### src/pkg/twi_pkg.sv
// Shared constants and types of the two-wire serial port
package twi_pkg;

  // ----------------------------------------------------------------
  // Register map (byte addresses)
  // ----------------------------------------------------------------
  localparam int APB_AW = 8;
  localparam logic [APB_AW-1:0] OFS_CTRL = 8'h00;
  localparam logic [APB_AW-1:0] OFS_STAT = 8'h04;
  localparam logic [APB_AW-1:0] OFS_RCV = 8'h08;
  localparam logic [APB_AW-1:0] OFS_TRN = 8'h0C;
  localparam logic [APB_AW-1:0] OFS_ADDR = 8'h10;
  localparam logic [APB_AW-1:0] OFS_IFLAG = 8'h14;
  localparam logic [APB_AW-1:0] OFS_IMASK = 8'h18;

  // ----------------------------------------------------------------
  // Control field positions and reset value
  // ----------------------------------------------------------------
  localparam int C_EN = 15;
  localparam int C_SIDL = 13;
  localparam int C_REL = 12;
  localparam int C_A10 = 10;
  localparam int C_STRETCH = 6;
  localparam int C_ACKDT = 5;
  localparam int C_ACKREQ = 4;
  localparam int C_RXREQ = 3;
  localparam int C_STOPREQ = 2;
  localparam int C_RESTARTREQ = 1;
  localparam int C_STARTREQ = 0;
  localparam logic [15:0] CTRL_RESET = 16'h1000;
  localparam logic [15:0] CTRL_WMASK = 16'hB47F;

  // ----------------------------------------------------------------
  // Status, interrupt and address fields
  // ----------------------------------------------------------------
  localparam int S_START = 3;
  localparam int S_RW = 2;
  localparam int S_RXFULL = 1;
  localparam int S_TXFULL = 0;
  localparam int IRQ_W = 3;
  localparam int IRQ_SLAVE = 0;
  localparam int IRQ_MASTER = 1;
  localparam int IRQ_STOP = 2;
  localparam int BITS = 8;
  localparam logic [4:0] ADDR10_HDR = 5'h1E;

  // ----------------------------------------------------------------
  // Timing
  // ----------------------------------------------------------------
  localparam int SYS_PERIOD_NS = 25;
  localparam int LINK_PERIOD_NS = 200;
  localparam int QUARTER_NS = LINK_PERIOD_NS / 4;
  localparam int QUARTER_CYCLES_RAW = QUARTER_NS / SYS_PERIOD_NS;
  localparam int QUARTER_CYCLES = (QUARTER_CYCLES_RAW < 1) ? 1 : QUARTER_CYCLES_RAW;
  localparam logic [1:0] PH_LAST = 2'h3;
  localparam logic [1:0] PH_SAMPLE = 2'h2;

  // ----------------------------------------------------------------
  // State encodings
  // ----------------------------------------------------------------
  typedef enum logic [2:0] {
    SL_IDLE = 3'b000, SL_ADDR = 3'b001, SL_ADDR2 = 3'b010, SL_RX = 3'b011,
    SL_TX = 3'b100, SL_ACK = 3'b101, SL_MACK = 3'b110, SL_SKIP = 3'b111
  } slv_state_t;

  typedef enum logic [2:0] {
    M_IDLE = 3'b000, M_START = 3'b001, M_RESTART = 3'b010, M_STOP = 3'b011,
    M_RECV = 3'b100, M_ACK = 3'b101, M_SEND = 3'b110
  } mop_t;

endpackage

### src/verilog/twi_sync2.sv
// Two-flop synchroniser for pin levels
`timescale 1ns/10ps
module twi_sync2 #(
  parameter int WIDTH = 1
) (
  input wire logic clk,
  input wire logic rst,
  input wire logic [WIDTH-1:0] d,
  output logic [WIDTH-1:0] q
);
  logic [WIDTH-1:0] meta;

  always_ff @(posedge clk) begin
    if (rst) begin
      meta <= '1;
      q <= '1;
    end else begin
      meta <= d;
      q <= meta;
    end
  end
endmodule

### src/verilog/twi_tick.sv
// Quarter-bit enable pulse divider for the master sequencer
`timescale 1ns/10ps
module twi_tick #(
  parameter int DIV = 2
) (
  input wire logic clk,
  input wire logic rst,
  input wire logic run,
  output logic tick
);
  localparam int CW = (DIV > 1) ? $clog2(DIV) : 1;
  localparam logic [CW-1:0] LAST = CW'(DIV - 1);
  logic [CW-1:0] cnt;

  // Counter restarts whenever the sequencer is idle so phases start aligned
  always_ff @(posedge clk) begin
    if (rst || !run) begin
      cnt <= '0;
      tick <= 1'b0;
    end else if (cnt == LAST) begin
      cnt <= '0;
      tick <= 1'b1;
    end else begin
      cnt <= cnt + 1'b1;
      tick <= 1'b0;
    end
  end
endmodule

### src/verilog/twi_port.sv
// Two-wire serial port: APB registers, slave engine and master sequencer
//
// The implementer's own choices: the placing of the registers and register access over APB.
`timescale 1ns/10ps
module twi_port
  import twi_pkg::*;
#(
  parameter int QDIV = QUARTER_CYCLES
) (
  input wire logic SYS_CLK,
  input wire logic RST,
  input wire logic PSEL,
  input wire logic PENABLE,
  input wire logic PWRITE,
  input wire logic [APB_AW-1:0] PADDR,
  input wire logic [31:0] PWDATA,
  output logic [31:0] PRDATA,
  output logic PREADY,
  output logic PSLVERR,
  output logic IRQ,
  input wire logic IDLE_MODE,
  input wire logic SCL_IN,
  output logic SCL_OUT,
  output logic SCL_OE_N,
  input wire logic SDA_IN,
  output logic SDA_OUT,
  output logic SDA_OE_N
);

  // ----------------------------------------------------------------
  // State
  // ----------------------------------------------------------------
  typedef struct packed {
    logic [15:0] ctrl;
    logic start_last;
    logic rw;
    logic rx_full;
    logic tx_full;
    logic [7:0] rcv;
    logic [7:0] trn;
    logic [9:0] addr;
    logic [IRQ_W-1:0] iflag;
    logic [IRQ_W-1:0] imask;
    logic irq;
    logic pready;
    logic pslverr;
    logic [31:0] prdata;
    logic scl_d;
    logic sda_d;
    slv_state_t sst;
    slv_state_t after;
    logic [3:0] scnt;
    logic [7:0] shift;
    logic wide_ok;
    logic sda_low_s;
    mop_t mop;
    logic [1:0] mph;
    logic [3:0] mbit;
    logic [7:0] mshift;
    logic mown;
    logic mscl_low;
    logic msda_low;
    logic scl_oe_n;
    logic sda_oe_n;
  } state_t;

  state_t s_reg;
  state_t s_next;
  logic scl_s;
  logic sda_s;
  logic tick;

  // ----------------------------------------------------------------
  // Pin synchronisers and quarter-bit divider
  // ----------------------------------------------------------------
  twi_sync2 #(.WIDTH(1)) u_sync_scl (.clk(SYS_CLK), .rst(RST), .d(SCL_IN), .q(scl_s));
  twi_sync2 #(.WIDTH(1)) u_sync_sda (.clk(SYS_CLK), .rst(RST), .d(SDA_IN), .q(sda_s));
  twi_tick #(.DIV(QDIV)) u_tick (
    .clk(SYS_CLK),
    .rst(RST),
    .run(s_reg.mop != M_IDLE),
    .tick(tick)
  );

  // ----------------------------------------------------------------
  // Master pin pattern: {scl_low, sda_low} per op and phase
  // ----------------------------------------------------------------
  function automatic logic [1:0] drive(input mop_t op, input logic [1:0] ph, input logic b);
    logic [1:0] r;
    r = 2'b00;
    unique case (op)
      M_START: r = (ph == 2'h0) ? 2'b00 : (ph == 2'h1) ? 2'b01 : 2'b11;
      M_RESTART: r = (ph == 2'h0) ? 2'b10 : (ph == 2'h1) ? 2'b00 :
                     (ph == 2'h2) ? 2'b01 : 2'b11;
      M_STOP: r = (ph == 2'h0) ? 2'b11 : (ph == 2'h1) ? 2'b01 : 2'b00;
      M_IDLE: r = 2'b00;
      default: r = {(ph == 2'h0) || (ph == PH_LAST), !b};
    endcase
    return r;
  endfunction

  function automatic logic [3:0] mlast(input mop_t op);
    logic [3:0] r;
    r = 4'h0;
    if (op == M_SEND) begin
      r = 4'(BITS);
    end else if (op == M_RECV) begin
      r = 4'(BITS - 1);
    end
    return r;
  endfunction

  // ----------------------------------------------------------------
  // Next-state logic
  // ----------------------------------------------------------------
  always_comb begin
    logic acc;
    logic commit;
    logic wr;
    logic rise;
    logic fall;
    logic start_c;
    logic stop_c;
    logic en;
    logic halted;
    logic hit;
    logic hold;
    logic bitv;
    logic mapped;
    logic [31:0] rd;
    logic [2:0] tx_idx;
    logic [2:0] m_idx;
    acc = PSEL && PENABLE;
    commit = acc && s_reg.pready;
    wr = commit && PWRITE;
    rise = scl_s && !s_reg.scl_d;
    fall = !scl_s && s_reg.scl_d;
    start_c = scl_s && s_reg.scl_d && s_reg.sda_d && !sda_s;
    stop_c = scl_s && s_reg.scl_d && !s_reg.sda_d && sda_s;
    en = s_reg.ctrl[C_EN];
    halted = s_reg.ctrl[C_SIDL] && IDLE_MODE;
    hit = 1'b0;
    hold = 1'b0;
    bitv = 1'b1;
    tx_idx = 3'(BITS - 1) - s_reg.scnt[2:0];
    m_idx = 3'(BITS - 1) - s_reg.mbit[2:0];
    s_next = s_reg;
    s_next.scl_d = scl_s;
    s_next.sda_d = sda_s;

    // Register read mux; unmapped addresses answer with an error
    mapped = 1'b1;
    rd = '0;
    unique case (PADDR)
      OFS_CTRL: rd = 32'(s_reg.ctrl);
      OFS_STAT: rd = 32'({s_reg.start_last, s_reg.rw, s_reg.rx_full, s_reg.tx_full});
      OFS_RCV: rd = 32'(s_reg.rcv);
      OFS_TRN: rd = 32'(s_reg.trn);
      OFS_ADDR: rd = 32'(s_reg.addr);
      OFS_IFLAG: rd = 32'(s_reg.iflag);
      OFS_IMASK: rd = 32'(s_reg.imask);
      default: mapped = 1'b0;
    endcase

    // ----------------------------------------------------------------
    // APB slave: one wait state, effects at the completing edge
    // ----------------------------------------------------------------
    s_next.pready = acc && !s_reg.pready;
    s_next.pslverr = acc && !s_reg.pready && !mapped;
    if (acc && !s_reg.pready) begin
      s_next.prdata = rd;
    end
    if (wr) begin
      unique case (PADDR)
        OFS_CTRL: begin
          s_next.ctrl = (PWDATA[15:0] & CTRL_WMASK) | (s_reg.ctrl & ~CTRL_WMASK);
          if (!s_reg.ctrl[C_STRETCH]) begin
            s_next.ctrl[C_REL] = s_reg.ctrl[C_REL] | PWDATA[C_REL];
          end
        end
        OFS_TRN: begin
          s_next.trn = PWDATA[7:0];
          s_next.tx_full = 1'b1;
        end
        OFS_ADDR: s_next.addr = PWDATA[9:0];
        OFS_IFLAG: s_next.iflag = s_reg.iflag & ~PWDATA[IRQ_W-1:0];
        OFS_IMASK: s_next.imask = PWDATA[IRQ_W-1:0];
        default: s_next.ctrl = s_reg.ctrl;
      endcase
    end
    if (commit && !PWRITE && (PADDR == OFS_RCV)) begin
      s_next.rx_full = 1'b0;
    end

    // ----------------------------------------------------------------
    // Bus engines; hardware sets below override software clears above
    // ----------------------------------------------------------------
    if (!en) begin
      s_next.sst = SL_IDLE;
      s_next.mop = M_IDLE;
      s_next.mown = 1'b0;
      s_next.mscl_low = 1'b0;
      s_next.msda_low = 1'b0;
      s_next.sda_low_s = 1'b0;
      s_next.wide_ok = 1'b0;
    end else if (!halted) begin
      // Slave side
      if (stop_c) begin
        s_next.sst = SL_IDLE;
        s_next.start_last = 1'b0;
        s_next.wide_ok = 1'b0;
        s_next.sda_low_s = 1'b0;
        s_next.iflag[IRQ_STOP] = 1'b1;
      end else if (start_c) begin
        s_next.start_last = 1'b1;
        s_next.sst = (s_reg.mown || (s_reg.mop != M_IDLE)) ? SL_IDLE : SL_ADDR;
        s_next.scnt = '0;
        s_next.sda_low_s = 1'b0;
      end else begin
        unique case (s_reg.sst)
          SL_ADDR, SL_ADDR2, SL_RX: begin
            if (rise) begin
              s_next.shift = {s_reg.shift[6:0], sda_s};
              s_next.scnt = s_reg.scnt + 4'h1;
            end
            if (fall && (s_reg.scnt == 4'(BITS))) begin
              s_next.scnt = '0;
              s_next.sst = SL_ACK;
              s_next.sda_low_s = 1'b1;
              if (s_reg.sst == SL_RX) begin
                s_next.rcv = s_reg.shift;
                s_next.rx_full = 1'b1;
                s_next.iflag[IRQ_SLAVE] = 1'b1;
                s_next.after = SL_RX;
                if (s_reg.ctrl[C_STRETCH]) begin
                  s_next.ctrl[C_REL] = 1'b0;
                end
              end else if (s_reg.sst == SL_ADDR2) begin
                hit = s_reg.shift == s_reg.addr[7:0];
                s_next.wide_ok = hit;
                s_next.after = SL_RX;
              end else begin
                if (s_reg.ctrl[C_A10]) begin
                  hit = (s_reg.shift[7:3] == ADDR10_HDR) &&
                        (s_reg.shift[2:1] == s_reg.addr[9:8]) &&
                        (!s_reg.shift[0] || s_reg.wide_ok);
                end else begin
                  hit = s_reg.shift[7:1] == s_reg.addr[6:0];
                end
                if (hit) begin
                  s_next.rw = s_reg.shift[0];
                end
                if (s_reg.shift[0]) begin
                  s_next.after = SL_TX;
                end else begin
                  s_next.after = s_reg.ctrl[C_A10] ? SL_ADDR2 : SL_RX;
                end
              end
              if (s_reg.sst != SL_RX) begin
                s_next.iflag[IRQ_SLAVE] = s_reg.iflag[IRQ_SLAVE] | hit;
                if (!hit) begin
                  s_next.sst = SL_SKIP;
                  s_next.sda_low_s = 1'b0;
                end
              end
            end
          end
          SL_ACK: begin
            if (fall) begin
              s_next.sda_low_s = 1'b0;
              s_next.sst = s_reg.after;
              if (s_reg.after == SL_TX) begin
                s_next.ctrl[C_REL] = 1'b0;
              end
            end
          end
          SL_TX: begin
            // Next bit goes out on the fall itself, so it settles well before the rise
            if (fall) begin
              s_next.scnt = s_reg.scnt + 4'h1;
            end
            tx_idx = 3'(BITS - 1) - s_next.scnt[2:0];
            if (!scl_s) begin
              s_next.sda_low_s = !s_reg.trn[tx_idx];
            end
            if (fall && (s_reg.scnt == 4'(BITS - 1))) begin
              s_next.scnt = '0;
              s_next.sst = SL_MACK;
              s_next.sda_low_s = 1'b0;
              s_next.tx_full = wr && (PADDR == OFS_TRN);
              s_next.iflag[IRQ_SLAVE] = 1'b1;
            end
          end
          SL_MACK: begin
            if (rise) begin
              s_next.shift[0] = sda_s;
            end
            if (fall) begin
              if (!s_reg.shift[0]) begin
                s_next.sst = SL_TX;
                s_next.ctrl[C_REL] = 1'b0;
              end else begin
                s_next.sst = SL_SKIP;
              end
            end
          end
          SL_IDLE, SL_SKIP: s_next.sst = s_reg.sst;
        endcase
      end

      // Master sequencer; requests are served one at a time by priority
      if (s_reg.mop == M_IDLE) begin
        s_next.mph = '0;
        s_next.mbit = '0;
        if (s_reg.ctrl[C_STARTREQ]) begin
          s_next.mop = M_START;
        end else if (s_reg.ctrl[C_RESTARTREQ]) begin
          s_next.mop = M_RESTART;
        end else if (s_reg.ctrl[C_STOPREQ]) begin
          s_next.mop = M_STOP;
        end else if (s_reg.ctrl[C_RXREQ]) begin
          s_next.mop = M_RECV;
        end else if (s_reg.ctrl[C_ACKREQ]) begin
          s_next.mop = M_ACK;
        end else if (s_reg.tx_full && s_reg.mown) begin
          s_next.mop = M_SEND;
        end
      end else if (tick) begin
        if ((s_reg.mph == PH_SAMPLE) && (s_reg.mop == M_RECV)) begin
          s_next.mshift = {s_reg.mshift[6:0], sda_s};
        end
        if (s_reg.mph != PH_LAST) begin
          s_next.mph = s_reg.mph + 2'h1;
        end else if (s_reg.mbit != mlast(s_reg.mop)) begin
          s_next.mph = '0;
          s_next.mbit = s_reg.mbit + 4'h1;
        end else begin
          s_next.mop = M_IDLE;
          s_next.iflag[IRQ_MASTER] = 1'b1;
          unique case (s_reg.mop)
            M_START: begin
              s_next.ctrl[C_STARTREQ] = 1'b0;
              s_next.mown = 1'b1;
            end
            M_RESTART: s_next.ctrl[C_RESTARTREQ] = 1'b0;
            M_STOP: begin
              s_next.ctrl[C_STOPREQ] = 1'b0;
              s_next.mown = 1'b0;
            end
            M_RECV: begin
              s_next.ctrl[C_RXREQ] = 1'b0;
              s_next.rcv = s_next.mshift;
              s_next.rx_full = 1'b1;
            end
            M_ACK: s_next.ctrl[C_ACKREQ] = 1'b0;
            default: s_next.tx_full = wr && (PADDR == OFS_TRN);
          endcase
        end
      end
      if (s_next.mop != M_IDLE) begin
        if (s_next.mop == M_SEND) begin
          m_idx = 3'(BITS - 1) - s_next.mbit[2:0];
          bitv = (s_next.mbit < 4'(BITS)) ? s_reg.trn[m_idx] : 1'b1;
        end else if (s_next.mop == M_ACK) begin
          bitv = s_reg.ctrl[C_ACKDT];
        end
        {s_next.mscl_low, s_next.msda_low} = drive(s_next.mop, s_next.mph, bitv);
      end
    end

    // Clock stretch only starts while the line is already low
    hold = !s_next.ctrl[C_REL] && !scl_s &&
           (s_next.sst inside {SL_RX, SL_TX, SL_ACK, SL_MACK});
    s_next.scl_oe_n = !(en && (s_next.mscl_low || hold));
    s_next.sda_oe_n = !(en && (s_next.msda_low || s_next.sda_low_s));
    // Halted port keeps its pins where they were
    if (en && halted) begin
      s_next.scl_oe_n = s_reg.scl_oe_n;
      s_next.sda_oe_n = s_reg.sda_oe_n;
    end
    s_next.irq = |(s_next.iflag & s_next.imask);
  end

  // ----------------------------------------------------------------
  // State register
  // ----------------------------------------------------------------
  always_ff @(posedge SYS_CLK) begin
    if (RST) begin
      s_reg <= '0;
      s_reg.ctrl <= CTRL_RESET;
      s_reg.sst <= SL_IDLE;
      s_reg.after <= SL_IDLE;
      s_reg.mop <= M_IDLE;
      s_reg.scl_d <= 1'b1;
      s_reg.sda_d <= 1'b1;
      s_reg.scl_oe_n <= 1'b1;
      s_reg.sda_oe_n <= 1'b1;
    end else begin
      s_reg <= s_next;
    end
  end

  // ----------------------------------------------------------------
  // Outputs
  // ----------------------------------------------------------------
  assign PRDATA = s_reg.prdata;
  assign PREADY = s_reg.pready;
  assign PSLVERR = s_reg.pslverr;
  assign IRQ = s_reg.irq;
  assign SCL_OUT = 1'b0;
  assign SDA_OUT = 1'b0;
  assign SCL_OE_N = s_reg.scl_oe_n;
  assign SDA_OE_N = s_reg.sda_oe_n;

endmodule

### config.mk
export PLATFORM = sky130hd
export DESIGN_NAME = twi_port
export DESIGN_NICKNAME = d
export VERILOG_FILES = /design/src/pkg/twi_pkg.sv /design/src/verilog/twi_sync2.sv /design/src/verilog/twi_tick.sv /design/src/verilog/twi_port.sv
export SDC_FILE = /design/constraint.sdc
export NUM_CORES = 1
export LEC_CHECK = 0
export ABC_AREA = 1
export BUFFER_PORTS_ARGS = -buffer_cell sky130_fd_sc_hd__buf_2
export CAP_MARGIN = 20
export CORE_MARGIN = 5
export CORE_UTILIZATION = 45
export DETAILED_ROUTE_END_ITERATION = 10
export GPL_TIMING_DRIVEN = 0
export PLACE_DENSITY_LB_ADDON = 0.3
export SLEW_MARGIN = 20
export SYNTH_ARGS = -nofsm -noshare
export SYNTH_HDL_FRONTEND = slang
export SYNTH_HIERARCHICAL = 1
export SYNTH_SLANG_ARGS = --single-unit
### constraint.sdc
create_clock -name SYS_CLK -period 2.05 [get_ports SYS_CLK]
set_input_delay 0.615 -clock SYS_CLK [delete_from_list [all_inputs] [get_ports SYS_CLK]]
set_output_delay 0.615 -clock SYS_CLK [all_outputs]
set_load 0.02 [all_outputs]
# Word level (Yosys, flattened, before mapping)

Cells that the tools add are included.

Reductions and logical operators: 83
Multipliers: 0
$add $sub $neg: 6
Div/mod/pow operators: 0
Muxes and demuxes: 182
Bitwise logic cells: 15
Equality and inequality tests: 48
Magnitude comparators: 3
Shift operators: 0

Operators by type and width:

| cell                                                                   | number |
|---|---|
| 16-bit one-hot mux with 7 select lines                                 | 1 |
| 1-bit 2-to-1 mux                                                       | 83 |
| 3-bit 2-to-1 mux                                                       | 25 |
| 4-bit 2-to-1 mux                                                       | 16 |
| 10-bit 2-to-1 mux                                                      | 5 |
| 9-bit 2-to-1 mux                                                       | 5 |
| 40-bit 2-to-1 mux                                                      | 1 |
| 8-bit 2-to-1 mux                                                       | 5 |
| 3-bit equality test (second input constant)                            | 13 |
| 17-bit 2-to-1 mux                                                      | 2 |
| 2-bit 2-to-1 mux                                                       | 15 |
| 6-bit AND reduction                                                    | 5 |
| 1-bit logical AND                                                      | 27 |
| 13-bit 2-to-1 mux                                                      | 2 |
| 8-bit by 5-bit equality test with 1-bit output (second input constant) | 3 |
| 11-bit 2-to-1 mux                                                      | 2 |
| 3-bit by 2-bit equality test with 1-bit output (second input constant) | 7 |
| 5-bit 2-to-1 mux                                                       | 4 |
| 18-bit 2-to-1 mux                                                      | 1 |
| 8-bit by 4-bit equality test with 1-bit output (second input constant) | 2 |
| 16-bit by 15-bit bitwise OR with 16-bit output                         | 1 |
| 15-bit 2-to-1 mux                                                      | 1 |
| 3-bit one-hot mux with 5 select lines                                  | 1 |
| 1-bit logical NOT                                                      | 14 |
| other kinds (51)                                                       | 96 |

Memories kept: 0
Latch bits: 0
Input bits: 48
Word-level logic and storage cells: 377
Bits in read-only memories: 0
Memory bits (writable): 0
Register bits: 137

# Logic depth before layout (Yosys ltp)

Word-level depth: 34
Mapped depth: 20

# Modules after synthesis

The synthesis kept the hierarchy.

Modules (own cells, without submodules):

| module    | seq. area each (sq um) | instances | area an instance (sq um) | cells each |
|---|---|---|---|---|
| twi_port  | 2182.1                 | 1         | 6159.7                   | 894 |
| twi_sync2 | 40.0                   | 2         | 58.8                     | 7 |
| twi_tick  | 40.0                   | 1         | 58.8                     | 7 |

# Worst setup path before layout

Ideal clock, no wire load.

Path kind: register to register
Start: reg s_reg[20] (netlist bit)
End: reg s_reg (netlist bit SDA_OE_N)
Cell stages (with the launch flop): 20
Data required time: 1.926 ns
Arrival time: 2.118 ns
Period minus slack after synthesis: 2.242 ns
Setup slack: -0.192 ns
Cell sequence: dfxtp_1 > inv_2 > nand2_1 > nor2_1 > nand2_2 > nand3_4 > o21ai_0 > o21ai_0 > inv_1 > ha_1 > nor2_1 > nand3_1 > nand3_1 > nor2_1 > nor2_1 > nand2_1 > nand3_1 > nand2_1 > nand2_1 > nand2_1

Word-level cells in the longest chain between the ends: 31
Elaborated cells between the ends (all ways): 58
Classes of those cells: add/sub (1); order compare (1); eq/ne (9); mux (39); reduce/logical (8)

Ends and longest elaborated chain:

| element                               | line            | text |
|---|---|---|
| start: declaration                    | twi_port.sv:67  | `state_t s_reg;` |
| start signal: assignment              | twi_port.sv:399 | `s_reg <= s_next;` |
| 3-bit equality test                   | twi_port.sv:107 | `end else if (op == M_RECV) begin` |
| 3-bit 2-to-1 mux                      | twi_port.sv:107 |  |
| 4-bit 2-to-1 mux                      | twi_port.sv:105 | `if (op == M_SEND) begin` |
| 4-bit 2-to-1 mux                      | twi_port.sv:332 | `if (s_reg.mph != PH_LAST) begin` |
| 4-bit 2-to-1 mux                      | twi_port.sv:328 | `end else if (tick) begin` |
| 4-bit 2-to-1 mux                      | twi_port.sv:312 | `if (s_reg.mop == M_IDLE) begin` |
| 4-bit 2-to-1 mux                      | twi_port.sv:206 | `end else if (!halted) begin` |
| 4-bit 2-to-1 mux                      | twi_port.sv:198 | `if (!en) begin` |
| [15 not listed]                       | --              |  |
| 1-bit logical NOT                     | twi_port.sv:97  | `default: r = {(ph == 2'h0) \|\| (ph == PH_LAST), !b};` |
| 2-bit one-hot mux with 4 select lines | twi_port.sv:91  | `unique case (op)` |
| 2-bit 2-to-1 mux (*)                  | twi_port.sv:360 | `if (s_next.mop != M_IDLE) begin` |
| 40-bit 2-to-1 mux (*)                 | twi_port.sv:206 |  |
| 2-bit 2-to-1 mux (*)                  | twi_port.sv:198 |  |
| 1-bit logical OR (*)                  | twi_port.sv:375 | `s_next.sda_oe_n = !(en && (s_next.msda_low \|\| s_next.sda_low_s));` |
| 1-bit logical AND (*)                 | twi_port.sv:375 |  |
| 1-bit logical NOT (*)                 | twi_port.sv:375 |  |

Every way passes the cells marked *; elsewhere a longest branch is shown, timed or not. The select of a mux whose other input is x is not followed.
A chain may end at the register's enable or synchronous reset.

# Worst setup path after layout

Start: reg s_reg[19] (netlist bit)
End: reg s_reg (netlist bit SDA_OE_N)

The elaborated chain is that of the path after synthesis.

==> metrics <==
DRT Pass-1 Iters 5; min-delay worst type in2reg; total global routing overflow 0; hold endpoint u_sync_sda/meta; cell area after placement 6900 µm²; mean area per synthesized cell just under 7 µm²; achievable frequency approximately 0.44 GHz; Die Span Y 129 µm; R2R depth 19; Most Frequent Cell on Critical Path nand2_1; CTS Sinks approximately 120; core area 13,800 µm²; final hold viol count 0; Largest register FFs ~90; fin crit period between 2 and 2.5 ns; layout cells sized above 1 25.2%; outcome finished with violations; Total GRT Usage about 25%; PD cells 646 nW/µm²; Starting Density 45.8%; Cell Area, Synth 6340 µm²; max incr delay on CP 0.37 ns; Final WS setup -0.229 ns; Vias/cell between 5 and 6; Yosys top cell area share 36.3%; WL final 20.7 mm; die width 129 µm; vias in the first global route 6,207; vias just under 7,000; I/O Pins 87; failing checks negative setup slack; Synth Register Bits 115; H-tree depth 4; VDD IR max between 0.4 and 0.5 mV; Slew Limit Fails 0; DR iter-0 viols 685; clk root buf clkbuf_16; part of the cycle the worst path needs 111%; Routed WL per cell between 15 and 20 µm; design area about 8000 µm²; CTS clk-pin slew, worst paths 0.05 ns; sequential share of the synthesized area between 30% and 40%; RR Endpoint SDA_OE_N; Post-Syn Instances between 900 and 1,000; Cells after DPL around 1,200; Required @ worst endpoint 2.33 ns; area delta synth->final 28.0%; critical path cell sequence nor2_4 -> buf_4 -> nand2_1 -> buf_2 -> nand2_1 -> inv_1 -> o21ai_4 -> inv_1 -> ha_2 -> nor2_1 -> nand3_1 -> nand3_1 -> nor2_1 -> nor2_1 -> nand2_1 -> nand3_1 -> nand2_1 -> nand2_1 -> nand2_1; Most used DFF post-synth dfxtp_1; hold_buf cts 0; clk_skew around 0.0083 ns; HP Start SDA_IN; asr flop ratio synth 0%; DR DRC count 0; Worst R2R Setup Slack -0.23 ns; first-pass GRT wire length 32.2 mm; routability cong. 0.961; Non-Filler Instances around 1,200; CTS Buffer Depth 2; FF-to-FF Start s_reg[19]; Routed Antenna Nets 0; ANT cells 0; row cnt 43; CTS tree built; Slew headroom 41.4%; post-synth top area cell dfxtp_1; Setup CP Type reg2reg; CTS Buf Count 17; CP Max Fanout 10; Critical Path Slowest Stage Cell dfxtp_4; Synth Warn # 6; pin count of the biggest net entering global routing 17; unrepaired setup endpoints after global routing yes; worst slew pin tran 0.879 ns; crit end category flip-flop; DIE AREA 16,600 µm²; Nets 1,094; initial antenna violation count 0; Leakage 3.41 nW; Worst setup SP type flip-flop; post-synth cell types 53; Post-synth EDFFs 0; hpwl dp approximately 15 mm; critical path arrival approximately 2.6 ns; MaxCap Viol Count 0; setup violators final 6; PortBufs 50; clock latency on the worst-skew pair 0.42 ns; largest cells by area after synthesis dfxtp_1 (36%), nand2_1 (8.9%), o21ai_0 (7.6%); Hold Path Depth 3
## metrics by stage
stage	total power [mW]	setup slack (ns)	TNS, ns	hold WS (ns)	util (%)
2_1_floorplan	2.46	-0.0713	-0.0713	0.380	-
3_3_place_gp	2.54	-0.830	-32.25	0.388	49.9
3_5_place_dp	2.55	-0.846	-33.93	0.395	49.9
4_1_cts	5.25	-0.203	-0.606	0.355	55.9
5_1_grt	5.40	-0.360	-2.03	0.391	58.7
6_report	5.24	-0.229	-0.644	0.372	58.7
## timing repair
action	4_1_cts	5_1_grt
gates cloned	0	0
resized for setup	44	74
setup endpoints to repair	52	66
setup buffers	18	20
pin swaps	16	15
## how the worst max path moves through the flow
stage,startpoint,end,slack (ns),cells after the start
6_report,s_reg[19],SDA_OE_N,-0.23,19
5_1_grt,s_reg[13],SDA_OE_N,-0.36,19
4_1_cts,s_reg[19],SDA_OE_N,-0.20,19
3_5_place_dp,IDLE_MODE,s_reg[116],-0.85,10
3_3_place_gp,IDLE_MODE,s_reg[116],-0.83,10
2_1_floorplan,s_reg[20],SDA_OE_N,-0.07,19
## layout by cell type (no fill, tap or decap), types with 4 or more instances in the layout
cell type  synthesis  routed
a221oi_1           7       5
nor3_1            22      16
nor2_2             3       5
o22ai_1            7       7
clkbuf_1          14      17
nand2_2            5      11
nand2_1          150     141
a31oi_1            5       4
nand3_2            2       7
clkinv_2           0       5
nor2_4             3       8
dfxtp_1          115     102
dfxtp_2            0      10
o31ai_1           10       8
buf_2              7      54
a211oi_1           7       5
buf_4             36      70
o21ai_2            2       5
o211ai_1           4       4
inv_4              0       6
clkbuf_16          0      17
o21ai_0           96      81
ha_1               8       5
buf_6              0       4
nor2_1            78      71
conb_1             1      18
xnor2_1           10      10
nand3_1           44      39
inv_1            124     116
nand4_1           12      12
inv_2             11      11
o21ai_1            2      11
a21oi_1           95      92
nor3_4             1       6
## power by group
part	switching, mW	internal [mW]	total (mW)
logic	0.184	0.0891	0.273
registers	0.00909	2.25	2.26
clock network	0.979	1.73	2.71
total	1.17	4.07	5.24
## cell families (layout without fill, tap and decap cells)
| kind of cell | count (synthesis) | in the layout | share of synthesized area [%] |
|---|---|---|---|
| and+or+nand+nor | 333 | 333 | 23.8 |
| AOI/OAI and AO/OA | 249 | 249 | 22.3 |
| buffers and inverters | 193 | 310 | 13.7 |
| DFF | 115 | 115 | 36.3 |
| xor gates and xnor gates | 14 | 14 | 1.94 |
| adders and majority gates | 8 | 8 | 1.58 |
| muxes | 2 | 2 | 0.316 |
| other | 1 | 18 | 0.0592 |
## metal layers
| metal | vias up | track usage [%] | share of wire, % |
|---|---|---|---|
| li1 | 3259 | - | - |
| met1 | 3128 | 33.3 | 43 |
| met2 | 369 | 39.6 | 45 |
| met3 | 51 | 4.69 | 9.3 |
| met4 | 0 | 10.3 | 3.5 |
| met5 | - | 0 | 0 |
## synth_stat cells (8+ instances only)
cell type,instances
nand3_1,44
clkbuf_1,14
ha_1,8
nor2_1,78
a21oi_1,95
buf_4,36
o31ai_1,10
inv_2,11
nand2_1,150
o21ai_0,96
xnor2_1,10
nor3_1,22
nand4_1,12
dfxtp_1,115
inv_1,124
## worst max-delay path, delay by kind of cell, from the launching register on
kind            cells  cell delay [ns]
compound gates      1             0.09
flops               1             0.37
fa+ha+maj           1             0.18
simple gates       13             1.03
buf+inv             4             0.48
## layout make-up
type | instances | area, µm²
Fill cell | 1300 | 5720
Multi-Input combinational cell | 624 | 3560
Sequential cell | 115 | 2330
Timing Repair Buffer | 88 | 559
Inverter | 135 | 529
Clock buffer | 24 | 482
Buffer | 57 | 377
Tap cell | 180 | 225
Clock inverter | 6 | 55.1
Note: power is estimated with default switching activity, not from simulation.
